[src/core/bus_ports_pkg.sv]
// constants and types for the port and external memory bus block
// Function
// - port zero is open drain; a one bit floats as a high-impedance input
// - port zero carries low address then data during external accesses, pulled up
// - ports one to three are 8-bit quasi-bidirectional with pullups; one bits read input
// - port one bits 0/1 serve timer-two count/clock-out and trigger inputs
// - port two drives high address byte on fetches and 16-bit data accesses
// - port two keeps its latch value during 8-bit-address data accesses
// - port three bits carry serial, irq, timer and read/write strobe functions
// - reset when reset input high for two machine cycles with oscillator running
// - latch strobe pulses to capture low address on each external access
// - latch strobe runs continuously at one sixth oscillator rate
// - exactly one latch strobe pulse omitted per external data access
// - strobe-disable bit limits strobe to data/code-table moves, else weak high
// - strobe-disable ignored while executing from external program memory
// - fetch strobe twice per machine cycle externally, two skipped per data access
// - fetch select low sends all code fetches external, high uses internal memory
// - with lock bit one programmed, fetch select is latched at reset
// - in flash programming port zero takes and returns bytes, strobe pin is pulse input
// - unimplemented special registers read arbitrary; future bits reset to zero
package bus_ports_pkg;
  localparam int unsigned OSC_PER_MC     = 12;
  localparam int unsigned SLOT_LEN       = 6;
  localparam int unsigned RST_HOLD_MC    = 2;
  localparam int unsigned RST_HOLD_CYC   = RST_HOLD_MC * OSC_PER_MC;
  localparam logic [7:0]  PORT_RESET     = 8'hFF;
  localparam logic [7:0]  AUX_RESET      = 8'h00;
  localparam int unsigned AUX_STROBE_OFF = 0;
  localparam int unsigned PT_COUNT       = 0;
  localparam int unsigned PT_TRIG        = 1;
  localparam int unsigned P3_WR          = 6;
  localparam int unsigned P3_RD          = 7;
  // what a machine cycle is doing on the bus
  typedef enum logic [3:0] {
    ACC_NONE  = 4'b0001,
    ACC_FETCH = 4'b0010,
    ACC_DATA8 = 4'b0100,
    ACC_DATA16 = 4'b1000
  } acc_t;
endpackage

[src/core/bus_ports.sv]
// port and external memory bus logic
`timescale 1ns/1ns
module bus_ports
  import bus_ports_pkg::*;
#(
  parameter int unsigned WIDTH = 8
) (
  input  wire logic             REF_CLK,
  input  wire logic             RESET_N,
  input  wire logic             RST_PIN,
  input  wire logic             EXTERNAL_FETCH_SELECT,
  input  wire logic             LOCK_BIT_ONE,
  input  wire logic             FLASH_PROGRAM_PULSE_INPUT_MODE,
  input  wire logic             FLASH_VERIFY,
  input  wire logic [WIDTH-1:0] FLASH_VERIFY_DATA,
  input  wire logic             PORT_WR_EN,
  input  wire logic [1:0]       PORT_WR_SEL,
  input  wire logic [WIDTH-1:0] PORT_WR_DATA,
  input  wire logic             AUX_WR_EN,
  input  wire logic [WIDTH-1:0] AUX_WR_DATA,
  input  wire logic             BUS_REQ,
  input  wire logic [3:0]       BUS_KIND,
  input  wire logic [15:0]      BUS_ADDR,
  input  wire logic [WIDTH-1:0] BUS_WDATA,
  input  wire logic             BUS_WRITE,
  input  wire logic             MOVE_ACTIVE,
  input  wire logic             TIMER_TWO_CLK_OUT_EN,
  input  wire logic             TIMER_TWO_CLK_OUT,
  input  wire logic             SERIAL_TX,
  input  wire logic [WIDTH-1:0] P0_IN,
  input  wire logic [WIDTH-1:0] P1_IN,
  input  wire logic [WIDTH-1:0] P2_IN,
  input  wire logic [WIDTH-1:0] P3_IN,
  input  wire logic             STROBE_PIN_IN,
  output logic      [WIDTH-1:0] P0_OUT,
  output logic      [WIDTH-1:0] P0_OE_N,
  output logic      [WIDTH-1:0] P1_OUT,
  output logic      [WIDTH-1:0] P2_OUT,
  output logic      [WIDTH-1:0] P3_OUT,
  output logic      [WIDTH-1:0] PORT_RD_P0,
  output logic      [WIDTH-1:0] PORT_RD_P1,
  output logic      [WIDTH-1:0] PORT_RD_P2,
  output logic      [WIDTH-1:0] PORT_RD_P3,
  output logic      [WIDTH-1:0] BUS_RDATA,
  output logic                  ADDRESS_LATCH_STROBE,
  output logic                  STROBE_OE_N,
  output logic                  PROGRAM_FETCH_STROBE_N,
  output logic                  CODE_FROM_EXTERNAL,
  output logic                  CORE_RESET,
  output logic                  PROGRAM_PULSE_INPUT,
  output logic                  TIMER_TWO_COUNT_INPUT,
  output logic                  TIMER_TWO_TRIGGER_INPUT,
  output logic                  SERIAL_RX,
  output logic                  EXTERNAL_IRQ_ZERO,
  output logic                  EXTERNAL_IRQ_ONE,
  output logic                  TIMER_ZERO_INPUT,
  output logic                  TIMER_ONE_INPUT
);

  logic [3:0]       osc_cnt;
  logic [4:0]       rst_cnt;
  logic             rst_seen;
  logic [WIDTH-1:0] port_latch [4];
  logic [WIDTH-1:0] aux_reg;
  logic             fetch_latched;
  logic             fetch_latch_done;
  logic             strobe_off;
  acc_t             cyc_kind;
  logic [15:0]      cyc_addr;
  logic [WIDTH-1:0] cyc_wdata;
  logic             cyc_write;
  logic             slot_a;
  logic             addr_phase;
  logic             p0_addr;
  logic             data_cycle;
  logic             ale_want;
  logic             program_fetch_strobe_want;
  logic             ext_fetch;

  // oscillator periods within the machine cycle
  always_ff @(posedge REF_CLK or negedge RESET_N) begin
    if (!RESET_N) begin
      osc_cnt <= 4'h0;
    end else if (osc_cnt == 4'(OSC_PER_MC - 1)) begin
      osc_cnt <= 4'h0;
    end else begin
      osc_cnt <= osc_cnt + 4'h1;
    end
  end

  // reset pin must stay high two whole machine cycles; shorter glitches are ignored
  always_ff @(posedge REF_CLK or negedge RESET_N) begin
    if (!RESET_N) begin
      rst_cnt  <= 5'h00;
      rst_seen <= 1'b1;
    end else if (!RST_PIN) begin
      rst_cnt  <= 5'h00;
      rst_seen <= 1'b0;
    end else if (rst_cnt == 5'(RST_HOLD_CYC - 1)) begin
      rst_seen <= 1'b1;
    end else begin
      rst_cnt <= rst_cnt + 5'h01;
    end
  end
  assign CORE_RESET = rst_seen;

  // port latches reset to all ones so every pin starts as an input
  generate
    for (genvar p = 0; p < 4; p++) begin : g_latch
      always_ff @(posedge REF_CLK or negedge RESET_N) begin
        if (!RESET_N) begin
          port_latch[p] <= PORT_RESET;
        end else if (rst_seen) begin
          port_latch[p] <= PORT_RESET;
        end else if (PORT_WR_EN && PORT_WR_SEL == 2'(p)) begin
          port_latch[p] <= PORT_WR_DATA;
        end
      end
    end
  endgenerate

  // auxiliary control register; unused bits forced to zero
  always_ff @(posedge REF_CLK or negedge RESET_N) begin
    if (!RESET_N) begin
      aux_reg <= AUX_RESET;
    end else if (rst_seen) begin
      aux_reg <= AUX_RESET;
    end else if (AUX_WR_EN) begin
      aux_reg <= AUX_WR_DATA & 8'h01;
    end
  end
  assign strobe_off = aux_reg[AUX_STROBE_OFF];

  // strap captured on the first clock after internal reset, used only when locked
  always_ff @(posedge REF_CLK or negedge RESET_N) begin
    if (!RESET_N) begin
      fetch_latched    <= 1'b0;
      fetch_latch_done <= 1'b0;
    end else if (rst_seen) begin
      fetch_latch_done <= 1'b0;
    end else if (!fetch_latch_done) begin
      fetch_latched    <= EXTERNAL_FETCH_SELECT;
      fetch_latch_done <= 1'b1;
    end
  end
  // select low means external code for the full 64k space
  assign ext_fetch = LOCK_BIT_ONE ? !fetch_latched : !EXTERNAL_FETCH_SELECT;
  assign CODE_FROM_EXTERNAL = ext_fetch;

  // capture one bus request per machine cycle at its start
  always_ff @(posedge REF_CLK or negedge RESET_N) begin
    if (!RESET_N) begin
      cyc_kind  <= ACC_NONE;
      cyc_addr  <= 16'h0000;
      cyc_wdata <= 8'h00;
      cyc_write <= 1'b0;
    end else if (osc_cnt == 4'h0) begin
      cyc_kind  <= (BUS_REQ && !rst_seen) ? acc_t'(BUS_KIND) : ACC_NONE;
      cyc_addr  <= BUS_ADDR;
      cyc_wdata <= BUS_WDATA;
      cyc_write <= BUS_WRITE;
    end
  end

  // request taken at count 0 owns counts 1 to 11 and the next 0, so slots start at 1
  assign slot_a     = (osc_cnt != 4'h0) && (osc_cnt <= 4'(SLOT_LEN));
  assign addr_phase = (osc_cnt == 4'h1) || (osc_cnt == 4'(SLOT_LEN + 1));
  // a fetch shows its address under the second strobe too, else the latch takes a floating bus
  assign p0_addr    = slot_a || (addr_phase && cyc_kind == ACC_FETCH);
  assign data_cycle = (cyc_kind == ACC_DATA8) || (cyc_kind == ACC_DATA16);

  // strobe every six periods, one skipped in the second slot of a data cycle
  always_comb begin
    ale_want = addr_phase;
    if (data_cycle && !slot_a) begin
      ale_want = 1'b0;
    end
    if (strobe_off && !ext_fetch && !MOVE_ACTIVE) begin
      ale_want = 1'b0;
    end
  end

  // fetch strobe active low outside address phase, twice per cycle
  always_comb begin
    program_fetch_strobe_want = ext_fetch && !addr_phase && !rst_seen;
    if (data_cycle) begin
      program_fetch_strobe_want = 1'b0;
    end
  end

  // strobe outputs registered to keep glitches off the pins
  always_ff @(posedge REF_CLK or negedge RESET_N) begin
    if (!RESET_N) begin
      ADDRESS_LATCH_STROBE   <= 1'b1;
      STROBE_OE_N            <= 1'b1;
      PROGRAM_FETCH_STROBE_N <= 1'b1;
    end else begin
      ADDRESS_LATCH_STROBE   <= ale_want;
      // pin released to weak pullup when idle or during programming
      STROBE_OE_N            <= FLASH_PROGRAM_PULSE_INPUT_MODE || !ale_want;
      PROGRAM_FETCH_STROBE_N <= !program_fetch_strobe_want;
    end
  end
  assign PROGRAM_PULSE_INPUT = FLASH_PROGRAM_PULSE_INPUT_MODE & STROBE_PIN_IN;

  // port zero: address, data, verify or open-drain latch value
  always_ff @(posedge REF_CLK or negedge RESET_N) begin
    if (!RESET_N) begin
      P0_OUT  <= PORT_RESET;
      P0_OE_N <= PORT_RESET;
    end else if (FLASH_PROGRAM_PULSE_INPUT_MODE) begin
      P0_OUT  <= FLASH_VERIFY_DATA;
      P0_OE_N <= FLASH_VERIFY ? 8'h00 : 8'hFF;
    end else if (cyc_kind != ACC_NONE) begin
      // bus role drives both levels, acting as pullups
      P0_OUT  <= p0_addr ? cyc_addr[7:0] : cyc_wdata;
      P0_OE_N <= (!p0_addr && (!cyc_write || cyc_kind == ACC_FETCH)) ? 8'hFF : 8'h00;
    end else begin
      P0_OUT  <= port_latch[0];
      P0_OE_N <= port_latch[0];
    end
  end

  // port two: high address byte or its latch
  always_ff @(posedge REF_CLK or negedge RESET_N) begin
    if (!RESET_N) begin
      P2_OUT <= PORT_RESET;
    end else if (cyc_kind == ACC_FETCH || cyc_kind == ACC_DATA16) begin
      P2_OUT <= cyc_addr[15:8];
    end else begin
      P2_OUT <= port_latch[2];
    end
  end

  // ports one and three: quasi-bidirectional, alternate outputs and gated by latch
  always_ff @(posedge REF_CLK or negedge RESET_N) begin
    if (!RESET_N) begin
      P1_OUT <= PORT_RESET;
      P3_OUT <= PORT_RESET;
    end else begin
      P1_OUT <= port_latch[1];
      if (TIMER_TWO_CLK_OUT_EN) begin
        P1_OUT[PT_COUNT] <= port_latch[1][PT_COUNT] & TIMER_TWO_CLK_OUT;
      end
      P3_OUT    <= port_latch[3];
      P3_OUT[1] <= port_latch[3][1] & SERIAL_TX;
      P3_OUT[P3_WR] <= port_latch[3][P3_WR] &
                       !(data_cycle && cyc_write && !slot_a);
      P3_OUT[P3_RD] <= port_latch[3][P3_RD] &
                       !(data_cycle && !cyc_write && !slot_a);
    end
  end

  // pin reads and alternate inputs
  assign PORT_RD_P0 = P0_IN;
  assign PORT_RD_P1 = P1_IN & P1_OUT;
  assign PORT_RD_P2 = P2_IN & P2_OUT;
  assign PORT_RD_P3 = P3_IN & P3_OUT;
  assign TIMER_TWO_COUNT_INPUT   = P1_IN[PT_COUNT];
  assign TIMER_TWO_TRIGGER_INPUT = P1_IN[PT_TRIG];
  assign SERIAL_RX         = P3_IN[0];
  assign EXTERNAL_IRQ_ZERO = P3_IN[2];
  assign EXTERNAL_IRQ_ONE  = P3_IN[3];
  assign TIMER_ZERO_INPUT  = P3_IN[4];
  assign TIMER_ONE_INPUT   = P3_IN[5];

  // read data sampled at end of the data slot
  always_ff @(posedge REF_CLK or negedge RESET_N) begin
    if (!RESET_N) begin
      BUS_RDATA <= 8'h00;
    end else if (cyc_kind != ACC_NONE && osc_cnt == 4'(OSC_PER_MC - 1)) begin
      BUS_RDATA <= P0_IN;
    end
  end
endmodule

[config.mk]
export PLATFORM = sky130hd
export DESIGN_NAME = bus_ports
export DESIGN_NICKNAME = d
export VERILOG_FILES = /design/src/core/bus_ports_pkg.sv /design/src/core/bus_ports.sv
export SDC_FILE = /design/constraint.sdc
export NUM_CORES = 1
export LEC_CHECK = 0
export BUFFER_PORTS_ARGS = -buffer_cell sky130_fd_sc_hd__clkbuf_2
export CAP_MARGIN = 10
export CORE_MARGIN = 2
export CORE_UTILIZATION = 45
export CTS_BUF_LIST = sky130_fd_sc_hd__clkbuf_16
export CTS_CLUSTER_SIZE = 40
export DETAILED_ROUTE_END_ITERATION = 10
export GPL_TIMING_DRIVEN = 0
export PLACE_DENSITY_LB_ADDON = 0.3
export SLEW_MARGIN = 20
export SYNTH_ARGS = -nofsm -noshare
export SYNTH_HDL_FRONTEND = slang
export SYNTH_SLANG_ARGS = --single-unit
export TNS_END_PERCENT = 20
[constraint.sdc]
create_clock -name REF_CLK -period 1.65 [get_ports REF_CLK]
set_input_delay 0.165 -clock REF_CLK [delete_from_list [all_inputs] [get_ports REF_CLK]]
set_output_delay 0.165 -clock REF_CLK [all_outputs]
set_load 0.01 [all_outputs]
* Word-level counts from Yosys, hierarchy flattened *
Index checks and enable logic that the tools add are counted.

word-level totals
  bits in latches = 0
  memory bits (writable) = 0
  bits of input ports = 102
  flip-flop bits (word level) = 125
  output and inout bits = 93
  memories = 0
  memory bits (read-only) = 0
  logic and storage cells = 125

cells by class
  reduce and logical (&&, ||, !) cells = 46
  mux-type cells = 30
  add/subtract/negate cells = 2
  shift-type cells = 0
  multipliers = 0
  equal/unequal tests = 13
  bitwise gates (word level) = 10
  magnitude comparators = 1
  div/mod/pow operators = 0

operators by type and width
  operator                                                         number
  two-way mux 8 bit                                                16
  bitwise AND 8 bit                                                3
  logical AND 1 bit                                                18
  zero test 1 bit                                                  13
  two-way mux 1 bit                                                10
  two-way mux 5 bit                                                2
  nonzero test 2 bit                                               5
  equality test 4 x 3 -> 1 bit (second input constant)             2
  equality test 4 bit (second input constant)                      2
  two-way mux 4 bit                                                2
  logical OR 1 bit                                                 6
  adder 5 x 1 -> 5 bit (second input constant)                     1
  bitwise AND 1 bit                                                5
  equality test 5 bit (second input constant)                      1
  adder 4 x 1 -> 4 bit (second input constant)                     1
  equality test 2 bit (second input constant)                      2
  equality test 4 x 1 -> 1 bit (second input constant)             1
  equality test 4 x 2 -> 1 bit (second input constant)             1
  less-or-equal comparator 4 x 3 -> 1 bit (second input constant)  1
  zero test 4 bit                                                  1
  inequality test 4 x 1 -> 1 bit (second input constant)           1
  nonzero test 4 bit                                               1
  equality test 2 x 1 -> 1 bit (second input constant)             1
  zero test 2 bit                                                  1
  other kinds (4)                                                  5

* Longest topological paths before layout *
Gate-level depths: netlist of run 1.

  depth after elaboration = 9
  gate-level depth with buffers = 7
  mapped depth without buffers = 6

* Worst setup path before layout of run 1 *
OpenSTA, ideal clock, no wires.

  path type = register to register
  start point = register cyc_kind[3]
  end point = register P0_OUT[0]
  setup time = 0.083 ns
  required time = 1.567 ns
  setup slack = -0.137 ns
  path buffers = 2
  data arrival time = 1.704 ns
  stages on the path, launching flop included = 7
  cell sequence = dfrtp_1 -> buf_6 -> or4b_4 -> or3_1 -> buf_2 -> a31oi_1 -> a21oi_1

on the way
  word-level cells in the longest chain between the ends = 6

ends and longest elaborated chain
  what                          RTL line          source
  start: declaration            bus_ports.sv:68   acc_t cyc_kind;
  start signal: assignment      bus_ports.sv:158  cyc_kind <= (BUS_REQ && !rst_seen) ? acc_t'(BUS_KIND) : ACC_NONE;
  equality test 4 x 2 -> 1 bit  bus_ports.sv:169  assign p0_addr = slot_a || (addr_phase && cyc_kind == ACC_FETCH);
  logical AND 1 bit             bus_ports.sv:169
  logical OR 1 bit              bus_ports.sv:169
  two-way mux 8 bit             bus_ports.sv:216  P0_OUT <= p0_addr ? cyc_addr[7:0] : cyc_wdata;
  two-way mux 8 bit *           bus_ports.sv:214  end else if (cyc_kind != ACC_NONE) begin
  two-way mux 8 bit *           bus_ports.sv:211  end else if (FLASH_PROGRAM_PULSE_INPUT_MODE) begin
  end signal: assignment        bus_ports.sv:216
  end signal: assignment        bus_ports.sv:219  P0_OUT <= port_latch[0];
  end: declaration              bus_ports.sv:35   output logic [WIDTH-1:0] P0_OUT,

Mark *: on every way between the ends. The rest lies on a longest branch, timed or not.
A chain may end at the register's enable or synchronous reset.

* Worst setup path in the final report of run 1 *
  start point = register cyc_kind[3]
  end point = register P0_OUT[5]

The elaborated chain is that of the path after synthesis.

==> results of run 1 <==
## area by class of cell
| cell class | count | share of cell area, % |
|---|---|---|
| plain buffers | 30 | 2.657 |
| inverters | 11 | 0.5282 |
| repair buffers | 241 | 19.14 |
| clock buffers | 20 | 6.402 |
| multi-input cells | 302 | 26.33 |
| well taps | 143 | 2.289 |
| flip-flops and latches | 125 | 41.33 |
| clock inverters | 12 | 1.328 |
## final timing paths
path                                 to  slack (ns)  depth (start not counted)
max                           P0_OUT[5]       -0.20                          5
min reg2reg                   P1_OUT[5]        0.37                          0
min in group asynchronous  BUS_RDATA[6]        0.23                          2
max reg2reg                   P0_OUT[5]       -0.20                          5
min                        BUS_RDATA[5]       0.009                          2
max in group asynchronous     P0_OUT[4]        0.66                          3
## cells in the mapped netlist, types with 5 or more instances
| cell | count | share of area, % |
|---|---|---|
| mux2i_1 | 12 | 2.2 |
| o21ai_0 | 22 | 2.1 |
| dfstp_2 | 77 | 38 |
| inv_1 | 10 | 0.70 |
| a21oi_1 | 16 | 1.5 |
| and2_1 | 30 | 3.5 |
| buf_4 | 15 | 2.1 |
| nand3_1 | 30 | 2.8 |
| ha_1 | 5 | 1.2 |
| dfrtp_1 | 48 | 22 |
| clkbuf_1 | 13 | 0.91 |
| nand2_1 | 79 | 5.5 |
| nor2_1 | 16 | 1.1 |
| mux2_2 | 41 | 8.6 |
| a31oi_1 | 12 | 1.4 |
## routing by layer
layer | vias to the layer above | GRT usage (%)
li1 | 2093 | -
met1 | 2147 | 25.28
met2 | 188 | 37.33
met3 | 39 | 5.731
met4 | 0 | 9.106
met5 | - | 0
## cell families (layout without fill, tap and decap cells)
logic type / Yosys count / count (layout) / share of synthesized area (%)
XOR/XNOR: 6 / 6 / 0.9787
AO/OA/AOI/OAI: 58 / 58 / 6.081
buffers and inverters: 46 / 314 / 4.473
AND/OR/NAND/NOR: 180 / 180 / 16.43
adder cells (fa/ha/maj): 5 / 5 / 1.165
flip-flops: 125 / 125 / 60.04
multiplexers: 53 / 53 / 10.83
## through the flow
step	worst slack, ns	util [%]	power [W]	hold WS [ns]
final	-0.1960	67.88	0.008824	0.009295
after global routing	-0.2331	67.88	0.009188	0.0009883
after CTS	-0.1809	66.13	0.008843	0.0004071
after detailed placement	-0.5516	56.74	0.005015	0.06778
after global placement	-1.272	56.42	0.004950	0.3209
after floorplan	-0.07349	-	0.004416	-0.1306
## critical path, delay by kind of cell (launching register included)
family	cells	cell delay, ns
compound gates	2	0.28
buf+inv	1	0.16
flops	1	0.39
simple gates	2	0.94
## power by group through the flow
stage	registers, W	logic (W)	clock network (W)
after global placement	0.00387	0.00108	0
after global routing	0.00389	0.00138	0.00391
after floorplan	0.00392	0.000499	0
after CTS	0.00384	0.00123	0.00377
final	0.00384	0.00126	0.00372
after detailed placement	0.00389	0.00113	0
## what timing repair did
action | in CTS | in global routing
gates resized for setup | 22 | 30
hold buffers | 37 | 2
pin swaps | 0 | 13
buffers inserted | 4 | 10
hold endpoints to repair | 62 | 2
endpoints found under the setup margin | 57 | 61
==> out/results.ini, run 1 <==
[synth]
synth_edf_count=0
syn_area_um2=5370
yosysSeqAreaShare_pct=60.04
synth_cells=473
synthFlopType=dfstp_2
ys_warn_count=0
ys_async_sr_fraction_pct=100.0
yosysUniqueCellTypes=41
syn-num-nets=580
postSynthAreaPerCell_um2=11.35
synth_seq_cells=125

[global_routing]
grt_max_degree=99
antenna_found_initial=0
grt_pass1_wl_um=21480
grt_usage_pct=21.52
grt_pass1_vias=4382
overflow=0

[min_path]
hold_path_class=primary input to register
hold_path_startpoint=P0_IN[5]

[route]
drt_iter0_markers=160
wl_met1_um=5369
vias_per_cell=5.053
top_layer=met4
antenna_left=0
wl_met3_um=867
wl_per_cell_um=15.67
drtPass1Iterations=9
wirelength_um=13850
via_count=4467
drcViolationCount=12
met2_wirelength_um=7200

[placed_design]
placedCellCount=804
hpwl_um=9231
place_area_um2=6534
gp_congestion=0.7770
port_buffers=187

[flow_run]
max_cap_viol_count=0

[die]
floorplan.initialDensity_pct=46.63
die_h_um=113.2
io_pins=195
die_area_um2=12820
coreArea_um2=11520
die_w_um=113.2
num_rows=39

[finish]
fin_cells=884
final_common_cell=clkbuf_2
layout_common_cells=clkbuf_2 (187), nand2_1 (79), dfstp_2 (77), dfrtp_1 (43), mux2_2 (41)
reg.largest.list=port_latch: 32 flops, cyc_addr: 16 flops
nets=835
drive_above_1_share_pct=55.47
diodes=0
largest_register=port_latch
largest_register_ffs=32
multiInputGateArea_um2=2058
register_area_um2=3231
syn2layout_area_growth_pct=45.57
fin_area_um2=7818
fillers=854

[outcome]
outcome=finished with violations
violations=design-rule violations, negative setup slack

[pwr]
p_comb_share_pct=14.3
peakVddDrop_mv=0.5529
pwr-share-clk_pct=42.1
pwr-share-seq_pct=43.6
switching_power_w=0.002222
p_int_w=0.006602
powerDensity_nw_per_um2=1129
p_leak_nw=3.684
swShare_pct=25.18

[sta]
hold_viol_final=0
min_period_over_period_pct=111.9
finalSetupViolations=25
rsz0062_at_grt=true
setup_tns_ns=-2.107
skew_ns=0.008078
worst_pin_slew_ns=0.5656
finalMaxSlewViolations=0
fin_crit_ns=1.846
fmax_mhz=541.7
finalWorstSetupSlack_ns=-0.1960
slew_headroom_pct=62.18

[worst_setup_path]
cp_cell_sequence=or4b_4 -> or3_1 -> buf_6 -> a31oi_1 -> a21oi_1
crit_required_ns=1.98
slowest_stage=or4b_4
endpoint_kind=register
arrival_ns=2.18
crit_start=cyc_kind[3]
crit_path_max_fanout=8
worstSetupPathType=register to register
critPathMaxStageDelay_ns=0.55
start_kind=register
regToRegStartpoint=cyc_kind[3]

[clock_tree]
clkSinkCount=125
cts_tree=yes
htreeDepth=4
clk_pin_slew_ns=0.06
clk_latency_ns=0.41
root_buffer=clkbuf_16
cts_buffers=17
clock_path_buffers=2

(Power assumes the default switching activity.)
==> run 2: changes to the inputs <==
--- a/config.mk
+++ b/config.mk
@@ -13,7 +13,7 @@
 export CTS_CLUSTER_SIZE = 40
 export DETAILED_ROUTE_END_ITERATION = 10
 export GPL_TIMING_DRIVEN = 0
-export PLACE_DENSITY_LB_ADDON = 0.3
+export PLACE_DENSITY = 0.77
 export SLEW_MARGIN = 20
 export SYNTH_ARGS = -nofsm -noshare
 export SYNTH_HDL_FRONTEND = slang
==> run 2 against run 1 <==
  * The run still ends with design-rule violations, negative setup slack left
  * Sequential share of layout area shrank 0.46 points
  * Core utilization is 0.74 points higher
  * Critical path depth stayed put
  * Global-route usage grew 0.39 points
  * Register-to-register slack worse by 0.06 ns
  * Critical endpoint is now P0_OUT[7]
  * Largest cell class unchanged
  * Largest power group unchanged
==> out/results.ini, run 2 (synthesized netlist as in run 1, its figures left out) <==
[outcome]
outcome=finished with violations
violations=design-rule violations, negative setup slack

[sta]
finalMaxSlewViolations=0  ; unchanged
skew_ns=0.005755  ; -0.002323 ns
min_period_over_period_pct=115.8  ; +3.9 points
fmax_mhz=523.5  ; -3.4%
fin_crit_ns=1.910  ; +0.06430 ns
setup_tns_ns=-3.163  ; -1.056 ns
worst_pin_slew_ns=0.5667  ; +0.001100 ns
rsz0062_at_grt=true
finalWorstSetupSlack_ns=-0.2603  ; -0.06430 ns
hold_viol_final=0  ; unchanged
slew_headroom_pct=62.22  ; about the same
finalSetupViolations=25  ; unchanged

[pwr]
pwr-share-clk_pct=40.5  ; -1.6 points
p_comb_share_pct=15.0  ; +0.7 points
swShare_pct=25.85  ; +0.67 points
peakVddDrop_mv=0.6634  ; +20%
pwr-share-seq_pct=44.5  ; +0.9 points
p_leak_nw=3.696  ; +0.33%
switching_power_w=0.002240  ; +0.81%
total_power_w=0.008664  ; -1.8%
powerDensity_nw_per_um2=1096  ; -2.9%
p_int_w=0.006424  ; -2.7%

[clock_tree]
root_buffer=clkbuf_16
clk_latency_ns=0.41  ; about the same
clk_pin_slew_ns=0.06  ; about the same
clkSinkCount=125  ; unchanged
htreeDepth=4  ; unchanged
cts_tree=yes
cts_buffers=17  ; unchanged
clock_path_buffers=2  ; unchanged

[worst_setup_path]
arrival_ns=2.25  ; +0.07 ns
crit_required_ns=1.99  ; about the same
r2r_end=P0_OUT[7]
regToRegStartpoint=cyc_kind[3]
start_kind=register
crit_path_end=P0_OUT[7]
r2r_cells=5  ; unchanged
crit_path_max_fanout=8  ; unchanged
worstSetupPathType=register to register
rrSetupSlack_ns=-0.26  ; -0.06 ns
endpoint_kind=register
crit_start=cyc_kind[3]

[die]
coreArea_um2=11520  ; unchanged
num_rows=39  ; unchanged
floorplan.initialDensity_pct=46.63  ; unchanged
die_w_um=113.2  ; unchanged
die_area_um2=12820  ; unchanged
die_h_um=113.2  ; unchanged
io_pins=195  ; unchanged

[route]
wl_per_cell_um=16.56  ; +5.7%
antenna_left=0  ; unchanged
via_count=4567  ; +2.2%
drcViolationCount=13  ; +1
wirelength_um=14720  ; +6.3%
vias_per_cell=5.137  ; +1.7%
drtPass1Iterations=8  ; -1
drt_iter0_markers=197  ; +23%

[placed_design]
place_area_um2=6534  ; unchanged
port_buffers=187  ; unchanged
placedCellCount=804  ; unchanged
gp_congestion=0.8375  ; +7.8%
hpwl_um=9158  ; -0.79%
preCtsSetupSlack_ns=-0.4814  ; +0.07012 ns

[finish]
diodes=0  ; unchanged
final_common_cell=clkbuf_2
drive_above_1_share_pct=56.97  ; +1.5 points
reg.largest.list=port_latch: 32 flops, cyc_addr: 16 flops
layout_common_cells=clkbuf_2 (187), nand2_1 (79), dfstp_2 (77), dfrtp_1 (44), mux2_2 (41)
syn2layout_area_growth_pct=47.16
largest_register=port_latch
largest_register_ffs=32  ; unchanged
nets=840  ; +0.60%
fin_cells=889  ; +0.57%
fin_area_um2=7903  ; +1.1%

[global_routing]
overflow=0  ; unchanged
grt_pass1_wl_um=21870  ; +1.8%
antenna_found_initial=0  ; unchanged
grt_pass1_vias=4526  ; +3.3%
grt_max_degree=78  ; -21%
grt_usage_pct=21.91  ; +0.39 points

[flow_run]
max_cap_viol_count=0  ; unchanged

[min_path]
hold_path_class=primary input to register
hold_path_depth=2  ; unchanged
hold_path_startpoint=BUS_ADDR[11]

==> run 2: changes by cell type in the layout (fill, tap and decap cells not counted), moves of 4 or more <==
cell and delta:
a31oi_4 +7, a21oi_2 +5, dlygate4sd3_1 -4, a31oi_2 -5, a21oi_1 -5, buf_4 +7
==> run 2: power groups by stage <==
stage	sequential, W	clock (W)	combinational (W)
after floorplan	0.00392	0	0.000499
after global placement	0.00387	0	0.00108
after detailed placement	0.00389	0	0.00112
after CTS	0.00385	0.00354	0.00123
after global routing	0.00389	0.00371	0.00143
final	0.00385	0.00351	0.00130
==> run 2: cell type report <==
cell class              instances  area [um^2]
well taps                     143        178.9
flip-flops and latches        125         3229
repair buffers                245         1499
fillers                       786         3613
multi-input cells             302         2165
inverters                      11        41.29
clock inverters                14        115.1
plain buffers                  31        224.0
clock buffers                  18        450.4
==> run 2: timing repair <==
item,CTS,global route
resized for setup,25,40
setup buffers,10,12
hold buffers,32,3
pin swaps,3,10
endpoints found under the setup margin,57,61
gates cloned,0,0
endpoints found under the hold margin,58,3
==> run 2: worst max-delay path: stages (launching register included) <==
cell and delay [ns]:
dfrtp_1 0.40, or4b_4 0.58, or3_4 0.42, buf_12 0.17, a31oi_4 0.20, a21oi_2 0.08
==> run 2: worst min path at each step <==
stage | to
after detailed placement | osc_cnt[2]
after global routing | cyc_addr[11]
after CTS | cyc_kind[3]
after floorplan | BUS_RDATA[0]
final | cyc_addr[11]
after global placement | P1_OUT[0]
==> run 2: routing by layer <==
layer	vias to the layer above	track usage [%]	wire length, um
met3	50	5.624	940
met1	2190	25.67	5580
met4	0	11.87	536
met5	-	0	0
met2	221	36.97	7664
li1	2106	-	-
==> run 2: through the flow <==
step / hold slack [ns] / util [%]
floorplan: -0.1306 / -
global placement: 0.3180 / 56.42
detailed placement: 0.1333 / 56.74
CTS: 0.0005290 / 65.90
global route: 0.0001416 / 68.62
finish: 0.003368 / 68.62
